===== config.mk =====
export PLATFORM = sky130hd
export DESIGN_NAME = pbh_master
export DESIGN_NICKNAME = d
export VERILOG_FILES = /design/src/hw/pbh_pkg.sv /design/src/hw/pbh_master.sv
export VERILOG_INCLUDE_DIRS = /design/src /design/src/hw
export SDC_FILE = /design/constraint.sdc
export NUM_CORES = 1
export LEC_CHECK = 0
export ABC_AREA = 1
export BUFFER_PORTS_ARGS = -buffer_cell sky130_fd_sc_hd__buf_2
export CORE_MARGIN = 2
export CORE_UTILIZATION = 30
export DETAILED_ROUTE_END_ITERATION = 16
export GPL_ROUTABILITY_DRIVEN = 0
export PLACE_DENSITY = 0.57
export SETUP_SLACK_MARGIN = 0.02
export SYNTH_ARGS = -nofsm -noshare
export SYNTH_HDL_FRONTEND = slang
export SYNTH_SLANG_ARGS = --single-unit

===== constraint.sdc =====
create_clock -name clock -period 4.8 [get_ports clock]
set_clock_uncertainty 0.05 [all_clocks]
set_input_delay 0.24 -clock clock [delete_from_list [all_inputs] [get_ports clock]]
set_output_delay 0.24 -clock clock [all_outputs]
set_load 0.05 [all_outputs]

===== src/hw/pbh_params.svh =====
// Constants for the bus host initiator: commands, masks and timing counts
`ifndef PBH_PARAMS_SVH
`define PBH_PARAMS_SVH

// ----------------------------------------
// Bus commands carried on the command lanes
// ----------------------------------------
`define PBH_CMD_IO_RD 4'h2
`define PBH_CMD_IO_WR 4'h3
`define PBH_CMD_CFG_RD 4'ha
`define PBH_CMD_CFG_WR 4'hb
`define PBH_CMD_DAC 4'hd

// ----------------------------------------
// Field values and masks
// ----------------------------------------
`define PBH_BE_NONE 4'hf
`define PBH_DWORD_MASK 32'hffff_fffc
`define PBH_IRQ_ONE_MASK 4'h1
`define PBH_IRQ_ALL_MASK 4'hf

// ----------------------------------------
// Timing counts in bus clocks
// ----------------------------------------
// Data clocks without a claim before master abort
`define PBH_DEVSEL_WAIT 3'h5

`endif


===== src/hw/pbh_pkg.sv =====
// Types shared by the bus host initiator
package pbh_pkg;

  // Transfer sequencer states, one-hot
  typedef enum logic [6:0] {
    st_idle = 7'h01,
    st_req = 7'h02,
    st_addr = 7'h04,
    st_addr2 = 7'h08,
    st_data = 7'h10,
    st_end = 7'h20,
    st_turn = 7'h40
  } pbh_state_type;

  // Completion status of a transaction
  typedef enum logic [1:0] {
    stat_ok = 2'h0,
    stat_stop = 2'h1,
    stat_abort = 2'h2
  } pbh_status_type;

endpackage : pbh_pkg


===== src/hw/pbh_master.sv =====
// Bus host initiator: drives framed burst transactions onto the bus pins
`timescale 1ns/100ps
`include "pbh_params.svh"
// Function
// [RULE_01] The single clock where the frame starts carries the 32-bit address.
// [RULE_02] I/O addresses are byte addresses; memory and config use DWORD addresses.
// [RULE_03] One address phase, then one or more data phases, reads or writes.
// [RULE_04] Least significant byte on lanes 7..0, most significant on 31..24.
// [RULE_05] Write data valid with initiator ready; read data valid with target ready.
// [RULE_06] Command lanes carry the command, then active-low byte enables.
// [RULE_07] Byte enables hold for the whole data phase, lane 0 to byte 0.
// [RULE_08] All bus signals except reset and interrupts sampled on rising clock.
// [RULE_09] Device logic works at any clock from 33 MHz down to DC.
// [RULE_10] A claiming target drives the select line; others read it as input.
// [RULE_11] Only the master drives the frame and holds it while more data follows.
// [RULE_12] Frame release marks the final data phase under way.
// [RULE_13] A master starts an access only while its own grant is asserted.
// [RULE_14] Configuration accesses are answered only with the chip select high.
// [RULE_15] Interrupts are level, active low, open drain, asynchronous to clock.
// [RULE_16] Single function uses only interrupt A; B to D need multi-function.
// [RULE_17] Each function of a multi-function device has its own config space.
// [RULE_18] A data phase completes only when both ready lines are asserted.
// [RULE_19] Initiator ready only when able to take read data or drive write data.
// [RULE_20] A dual address cycle sends a 64-bit address in two address phases.
// [RULE_21] The driver supplies even parity over data and command one clock later.
// [RULE_22] Shared lines are driven high a clock before floating; owners wait a clock.
module pbh_master #(
  parameter int BEAT_W = 8,
  parameter bit MULTI_FUNC = 1'b0
) (
  // Clock and reset
  input wire logic clock,
  input wire logic rst_n,
  // Command from the user side
  input wire logic cmd_valid,
  output logic cmd_ready,
  input wire logic [3:0] cmd_code,
  input wire logic [31:0] cmd_addr,
  input wire logic [31:0] cmd_addr_hi,
  input wire logic [BEAT_W-1:0] cmd_beats,
  input wire logic [3:0] cmd_be,
  // Write data stream
  input wire logic wr_valid,
  output logic wr_ready,
  input wire logic [31:0] wr_data,
  input wire logic [3:0] wr_be,
  // Read data and completion
  output logic rd_valid,
  output logic [31:0] rd_data,
  output logic done,
  output pbh_pkg::pbh_status_type done_status,
  // Arbitration
  output logic req_n,
  input wire logic gnt_n,
  // Frame and initiator ready, shared sustained lines
  input wire logic frame_in_n,
  input wire logic irdy_in_n,
  output logic frame_n,
  output logic irdy_n,
  output logic sus_oe,
  // Target responses
  input wire logic trdy_n,
  input wire logic devsel_n,
  input wire logic stop_n,
  // Address, data, command and parity lanes
  input wire logic [31:0] ad_in,
  output logic [31:0] ad_out,
  output logic ad_oe,
  output logic [3:0] cbe_n,
  output logic cbe_oe,
  output logic par,
  output logic par_oe,
  output logic idsel,
  // Interrupt lines and their filtered levels
  input wire logic [3:0] int_n,
  output logic [3:0] irq_active
);

  // ----------------------------------------
  // Sequencer state
  // ----------------------------------------
  pbh_pkg::pbh_state_type state, next_state;
  pbh_pkg::pbh_status_type next_done_status;
  logic next_frame_n, next_irdy_n, next_sus_oe, next_ad_oe, next_cbe_oe;
  logic next_par, next_par_oe, next_idsel, next_req_n, next_rd_valid, next_done;
  logic [31:0] next_ad_out, next_rd_data;
  logic [3:0] next_cbe_n;
  logic [3:0] cmd, next_cmd, be, next_be;
  logic [31:0] addr, next_addr, addr_hi, next_addr_hi;
  logic [BEAT_W-1:0] left, next_left, rem;
  logic [2:0] devcnt, next_devcnt;
  logic seen, next_seen, have, next_have, idle_prev;
  logic xfer, write, is_io, is_cfg, dac, bus_idle;

  // Decode of the held command
  assign write = cmd[0];
  assign is_io = (cmd == `PBH_CMD_IO_RD) || (cmd == `PBH_CMD_IO_WR);
  assign is_cfg = (cmd == `PBH_CMD_CFG_RD) || (cmd == `PBH_CMD_CFG_WR);
  assign dac = (addr_hi != 32'h0);
  // Completion sampled on the rising edge
  assign xfer = (state == pbh_pkg::st_data) && !irdy_n && !trdy_n; // see [RULE_18] [RULE_08]
  assign bus_idle = frame_in_n && irdy_in_n;
  assign rem = left - BEAT_W'(xfer);
  assign cmd_ready = (state == pbh_pkg::st_idle);
  // Next beat taken when the lanes are free
  assign wr_ready = (state == pbh_pkg::st_data) && write && stop_n
    && (!have || (xfer && left != BEAT_W'(1))); // see [RULE_19]

  // Next values of the sequencer and bus drivers
  always_comb
  begin
    logic go_turn, go_end;
    go_turn = 1'b0;
    go_end = 1'b0;
    next_state = state;
    next_frame_n = frame_n;
    next_irdy_n = irdy_n;
    next_sus_oe = sus_oe;
    next_ad_oe = ad_oe;
    next_cbe_oe = cbe_oe;
    next_ad_out = ad_out;
    next_cbe_n = cbe_n;
    next_idsel = 1'b0;
    next_req_n = req_n;
    next_rd_valid = 1'b0;
    next_rd_data = rd_data;
    next_done = 1'b0;
    next_done_status = done_status;
    next_cmd = cmd;
    next_be = be;
    next_addr = addr;
    next_addr_hi = addr_hi;
    next_left = left;
    next_devcnt = devcnt;
    next_seen = seen;
    next_have = have;
    // Parity one clock behind the lanes it covers
    next_par = ^{ad_out, cbe_n}; // see [RULE_21]
    next_par_oe = ad_oe; // see [RULE_21]
    case (state)
      pbh_pkg::st_idle:
      begin
        if (cmd_valid)
        begin
          next_state = pbh_pkg::st_req;
          next_req_n = 1'b0;
          next_cmd = cmd_code;
          next_addr = cmd_addr;
          next_addr_hi = cmd_addr_hi;
          next_left = cmd_beats;
          next_be = cmd_be;
        end
      end
      pbh_pkg::st_req:
      begin
        // Own grant and an idle bus for two clocks
        if (!gnt_n && bus_idle && idle_prev) // see [RULE_13] [RULE_22]
        begin
          next_state = pbh_pkg::st_addr;
          next_req_n = 1'b1;
          next_frame_n = 1'b0; // see [RULE_11]
          next_irdy_n = 1'b1;
          next_sus_oe = 1'b1;
          next_ad_oe = 1'b1;
          next_cbe_oe = 1'b1;
          next_idsel = is_cfg && !dac; // see [RULE_14] [RULE_17]
          // Address phase lanes, low half first for a dual cycle
          next_ad_out = is_io ? addr : (addr & `PBH_DWORD_MASK); // see [RULE_01] [RULE_02]
          next_cbe_n = dac ? `PBH_CMD_DAC : cmd; // see [RULE_06] [RULE_20]
        end
      end
      pbh_pkg::st_addr, pbh_pkg::st_addr2:
      begin
        if (state == pbh_pkg::st_addr && dac)
        begin
          next_state = pbh_pkg::st_addr2;
          next_ad_out = addr_hi; // see [RULE_20]
          next_cbe_n = cmd;
          next_idsel = is_cfg;
        end
        else
        begin
          next_state = pbh_pkg::st_data; // see [RULE_03]
          next_ad_oe = write;
          next_cbe_n = ~be; // see [RULE_06] [RULE_07]
          next_have = !write;
          next_irdy_n = write;
          next_frame_n = !write && (left == BEAT_W'(1)); // see [RULE_12]
          next_devcnt = 3'h0;
          next_seen = 1'b0;
        end
      end
      pbh_pkg::st_data:
      begin
        if (write)
          next_have = (have && !xfer) || (wr_valid && wr_ready);
        else
          next_have = !(xfer && left == BEAT_W'(1));
        // New write beat onto the lanes, byte 0 on the low lanes
        if (wr_valid && wr_ready)
        begin
          next_ad_out = wr_data; // see [RULE_04] [RULE_05]
          next_cbe_n = ~wr_be; // see [RULE_07]
        end
        next_irdy_n = !next_have; // see [RULE_19]
        next_frame_n = frame_n || (rem == BEAT_W'(1) && next_have); // see [RULE_11] [RULE_12]
        next_left = rem;
        if (xfer && !write)
        begin
          next_rd_data = ad_in; // see [RULE_05] [RULE_04]
          next_rd_valid = 1'b1;
        end
        // Claim watch for master abort
        if (!devsel_n) // see [RULE_10]
          next_seen = 1'b1;
        else if (!seen)
          next_devcnt = devcnt + 3'h1; // see [RULE_09]
        if (xfer && left == BEAT_W'(1))
        begin
          go_turn = 1'b1;
          next_done = 1'b1;
          next_done_status = pbh_pkg::stat_ok;
        end
        else if (!stop_n || (!seen && devcnt == `PBH_DEVSEL_WAIT))
        begin
          go_end = !frame_n;
          go_turn = frame_n;
          next_done = 1'b1;
          next_done_status = !stop_n ? pbh_pkg::stat_stop : pbh_pkg::stat_abort;
        end
      end
      pbh_pkg::st_end:
      begin
        go_turn = 1'b1;
      end
      pbh_pkg::st_turn:
      begin
        // Lines were driven high last clock, now float
        next_state = pbh_pkg::st_idle;
        next_sus_oe = 1'b0; // see [RULE_22]
      end
      default:
      begin
        next_state = pbh_pkg::st_idle;
        next_sus_oe = 1'b0;
        next_ad_oe = 1'b0;
        next_cbe_oe = 1'b0;
        next_frame_n = 1'b1;
        next_irdy_n = 1'b1;
      end
    endcase
    // Final phase with no lanes enabled
    if (go_end)
    begin
      next_state = pbh_pkg::st_end;
      next_frame_n = 1'b1; // see [RULE_12]
      next_irdy_n = 1'b0;
      next_cbe_n = `PBH_BE_NONE;
    end
    // Drive shared lines high for one clock
    if (go_turn)
    begin
      next_state = pbh_pkg::st_turn;
      next_frame_n = 1'b1; // see [RULE_22]
      next_irdy_n = 1'b1;
      next_ad_oe = 1'b0;
      next_cbe_oe = 1'b0;
      next_have = 1'b0;
    end
  end

  // Sequencer registers
  always_ff @(posedge clock or negedge rst_n)
  begin
    if (!rst_n)
    begin
      state <= pbh_pkg::st_idle;
      frame_n <= 1'b1;
      irdy_n <= 1'b1;
      sus_oe <= 1'b0;
      ad_oe <= 1'b0;
      cbe_oe <= 1'b0;
      ad_out <= 32'h0;
      cbe_n <= `PBH_BE_NONE;
      par <= 1'b0;
      par_oe <= 1'b0;
      idsel <= 1'b0;
      req_n <= 1'b1;
      rd_valid <= 1'b0;
      rd_data <= 32'h0;
      done <= 1'b0;
      done_status <= pbh_pkg::stat_ok;
      cmd <= 4'h0;
      be <= 4'h0;
      addr <= 32'h0;
      addr_hi <= 32'h0;
      left <= '0;
      devcnt <= 3'h0;
      seen <= 1'b0;
      have <= 1'b0;
      idle_prev <= 1'b0;
    end
    else
    begin
      state <= next_state;
      frame_n <= next_frame_n;
      irdy_n <= next_irdy_n;
      sus_oe <= next_sus_oe;
      ad_oe <= next_ad_oe;
      cbe_oe <= next_cbe_oe;
      ad_out <= next_ad_out;
      cbe_n <= next_cbe_n;
      par <= next_par;
      par_oe <= next_par_oe;
      idsel <= next_idsel;
      req_n <= next_req_n;
      rd_valid <= next_rd_valid;
      rd_data <= next_rd_data;
      done <= next_done;
      done_status <= next_done_status;
      cmd <= next_cmd;
      be <= next_be;
      addr <= next_addr;
      addr_hi <= next_addr_hi;
      left <= next_left;
      devcnt <= next_devcnt;
      seen <= next_seen;
      have <= next_have;
      idle_prev <= bus_idle;
    end
  end

  // ----------------------------------------
  // Interrupt level filter
  // ----------------------------------------
  logic [3:0] int_s1, int_s2, int_s3, irq_level, next_irq_level;

  // Level follows once the last two stages agree
  always_comb
  begin
    next_irq_level = irq_level;
    for (int i = 0; i < 4; i++)
      if (int_s2[i] == int_s3[i])
        next_irq_level[i] = !int_s3[i]; // see [RULE_15]
  end

  // Three stage capture of the asynchronous lines
  always_ff @(posedge clock or negedge rst_n)
  begin
    if (!rst_n)
    begin
      int_s1 <= 4'hf;
      int_s2 <= 4'hf;
      int_s3 <= 4'hf;
      irq_level <= 4'h0;
    end
    else
    begin
      int_s1 <= int_n;
      int_s2 <= int_s1;
      int_s3 <= int_s2;
      irq_level <= next_irq_level;
    end
  end

  // Only line A counts on a single-function device
  assign irq_active = irq_level
    & (MULTI_FUNC ? `PBH_IRQ_ALL_MASK : `PBH_IRQ_ONE_MASK); // see [RULE_16]
endmodule : pbh_master


==> metrics.csv <==
metric,value,unit
syn_area,0.00864,sq mm
insertedDiodeCount,0,
fin_util,41.4,%
grt-ovfl-total,0,
clkSinkCount,178,
final_common_cell,nand2_1,
synthToLayoutAreaGrowth,36.9,%
start_util,30.3,%
finalHoldViolations,0,
grtUsageMet1,22.8,%
ir_drop,257,uV
path_clk_slew,0.07,ns
crit_slowest_cell,nor2_8,
drt.antenna.violating_nets,0,
synth.avg_cell_area,7.99,sq um
yosysTopAreaCell,dfrtp_1,
synth_edf_count,0,
path_max_fanout,43,
synth_flop_cell,dfrtp_1,
numCtsBuffers,17,
die_x,174,microns
busiest_layer,met2,
cts_tree,built,
finalSetupViolCount,0,
crit_path_frequent_cell,nand2_4,
final_nets,1575,
grt_pass1_vias,8142,
track_usage,17.7,%
rsz0062_at_grt,no,
netSwitchingPower,3.76,mW
dp_hpwl,17.9,mm
core-area,0.0285,sq mm
end_kind,flop,
path_class,reg -> reg,
worst_ep_required_time,5.07,ns
ios,249,
routed_via_density,4.53,
crit_chain,inv_1 > nand3_1 > nor2_1 > nand2_2 > nand2_4 > inv_4 > a21oi_2 > nand2_4 > nor2_8 > nand2_1 > o21a_1,
layout_common_cells,"419 x nand2_1, 241 x buf_2, 167 x dfrtp_1, 107 x dlygate4sd3_1, 96 x o21ai_0",
power_frac_seq,32.5,%
fmaxAchievable,332,MHz
fillers,2960,
min_period_over_period,62.7,%
yosys.cell_types.count,42,
grtUsageMet3,4.67,%
slew_violations,0,
drt_iter0_markers,349,
die_area,0.0302,sq mm
htree_levels,4,
syn_inst,1081,
use_met2,29.8,%
slowest_delay,0.41,ns
p_comb_share,49.2,%
p_clk_share,18.3,%
wl,26.4,mm
ys_seq_area_share,51.7,%
synth_seq_cells,178,
synth.area.top_cells,"dfrtp_1 48%, nand2_1 18%, o21ai_0 5.6%",
min_period,3.01,ns
cts_root_buffer,clkbuf_16,
row_count,62,
drc,0,
synth.top_cell.area_share,48.4,%
synth_warnings,0,
worstSkewPairLatency,0.44,ns
die_h,174,microns
p_per_area,665,mW/mm^2
worst_pin_slew,1.03,ns
firstDrtPassIters,5,
num_vias,8170,
slew_headroom,30.9,%
grt_pass1_wl,42.9,mm
max_cap_violations,0,
switching_share,47.8,%
hp-class,in -> reg,
antenna_found_initial,0,
power.internal,4.10,mW
cts_buffer_depth,2,
drive_gt1_share,21.7,%
status,finished clean,
io_buffer_count,242,
wl_per_cell,14.6,microns
cp.arrival,3.28,ns
fin_tns_setup,0,ns
async_flop_share,100,%
p_leak,6.10,nW
grt_max_degree,178,
cp-start-kind,flop,
==> state kept, by name, summed over array words and instances (netlist names), 2 cells and up <==
register	cells
rd_data	32
cbe_n	4
addr	32
ad_out	32
addr_hi	32
be	4
left	8
cmd	4
done_status	2
devcnt	3
state	7
==> layout make-up <==
| class | count | area, sq um | share of cell area [%] |
|---|---|---|---|
| clock buffer | 19 | 443 | 3.74 |
| clock inverter | 13 | 148 | 1.25 |
| inverter | 86 | 325 | 2.75 |
| multi-input combinational | 771 | 3630 | 30.7 |
| sequential | 178 | 4470 | 37.8 |
| tap | 384 | 480 | 4.06 |
| timing repair buffer | 354 | 2340 | 19.8 |
==> Yosys cell counts (2+ instances only) <==
| master | n |
|---|---|
| nand2_1 | 419 |
| dfrtp_1 | 167 |
| o21ai_0 | 96 |
| inv_1 | 81 |
| nor2_1 | 64 |
| a21oi_1 | 39 |
| nand3_1 | 30 |
| clkbuf_1 | 26 |
| xnor2_1 | 22 |
| o31ai_1 | 17 |
| xor2_1 | 16 |
| nand4_1 | 14 |
| buf_2 | 12 |
| dfstp_2 | 11 |
| o21a_1 | 11 |
| ha_1 | 5 |
| buf_6 | 4 |
| nor3_1 | 4 |
| o22ai_1 | 4 |
| buf_4 | 3 |
| inv_2 | 3 |
| nand2_2 | 3 |
| nand2_4 | 3 |
| nor2_4 | 3 |
| o211ai_1 | 3 |
| o21ai_1 | 3 |
| a32o_1 | 2 |
| clkbuf_2 | 2 |
==> per-stage QoR <==
step           instances  setup slack [ns]  hold WS, ns  total power [mW]  cell area, sq um
2_1_floorplan       1083              2.68       -0.106              5.43              8650
3_3_place_gp        1666              1.82      -0.0347              6.33             10200
3_5_place_dp        1666              1.79      -0.0346              6.41             10200
4_1_cts             1805              1.79       0.0100              7.94             11800
5_1_grt             1805              1.41       0.0630              8.50             11800
6_report            1805              1.79       0.0211              7.86             11800
==> worst max-delay path: cells and delay by family (launching register included) <==
family	cells	cell delay, ns
and+or+nand+nor	7	1.79
buffers and inverters	2	0.30
DFF	1	0.36
AOI/OAI and AO/OA	2	0.37
==> power by group through the flow <==
stage / Sequential (mW) / Clock [mW] / Combinational (mW)
6_report: 2.55 / 1.44 / 3.87
5_1_grt: 2.64 / 1.53 / 4.32
4_1_cts: 2.56 / 1.48 / 3.91
3_5_place_dp: 2.58 / 0 / 3.83
3_3_place_gp: 2.56 / 0 / 3.76
2_1_floorplan: 3.43 / 0 / 2.00
==> kinds of logic after synthesis <==
family | synth area share [%]
AND/OR/NAND/NOR | 25.5
AO/OA/AOI/OAI | 11.7
flip-flops | 51.7
buffers and inverters | 6.53
XOR/XNOR | 3.85
adder cells (fa/ha/maj) | 0.724
other | 0.0434
==> repair_timing <==
| item | CTS | global route |
|---|---|---|
| endpoints found under the hold margin | 106 | 0 |
| resized for setup | 0 | 0 |
| setup buffers | 0 | 0 |
| hold buffers | 107 | 0 |
==> routing by layer <==
metal | share of wire, % | up-vias | wire [microns]
met4 | 1.2 | 0 | 318
met1 | 44 | 3788 | 11700
met3 | 8.0 | 23 | 2120
li1 | - | 4092 | -
met5 | 0 | - | 0
met2 | 47 | 267 | 12300
==> path summary, 6_finish.rpt <==
kind | startpoint | end | slack (ns) | cells after the start
worst min-delay path | cmd_beats[2] | left[2] | 0.02 | 3
worst max register to register | state[6] | ad_out[15] | 1.79 | 11
worst max-delay path | state[6] | ad_out[15] | 1.79 | 11
worst min register to register | int_s1[0] | int_s2[0] | 0.31 | 0
max in group asynchronous | rst_n | ad_oe | 3.46 | 3
min in group asynchronous | rst_n | addr[18] | 0.08 | 2
Note: power is estimated with default switching activity, not from simulation.
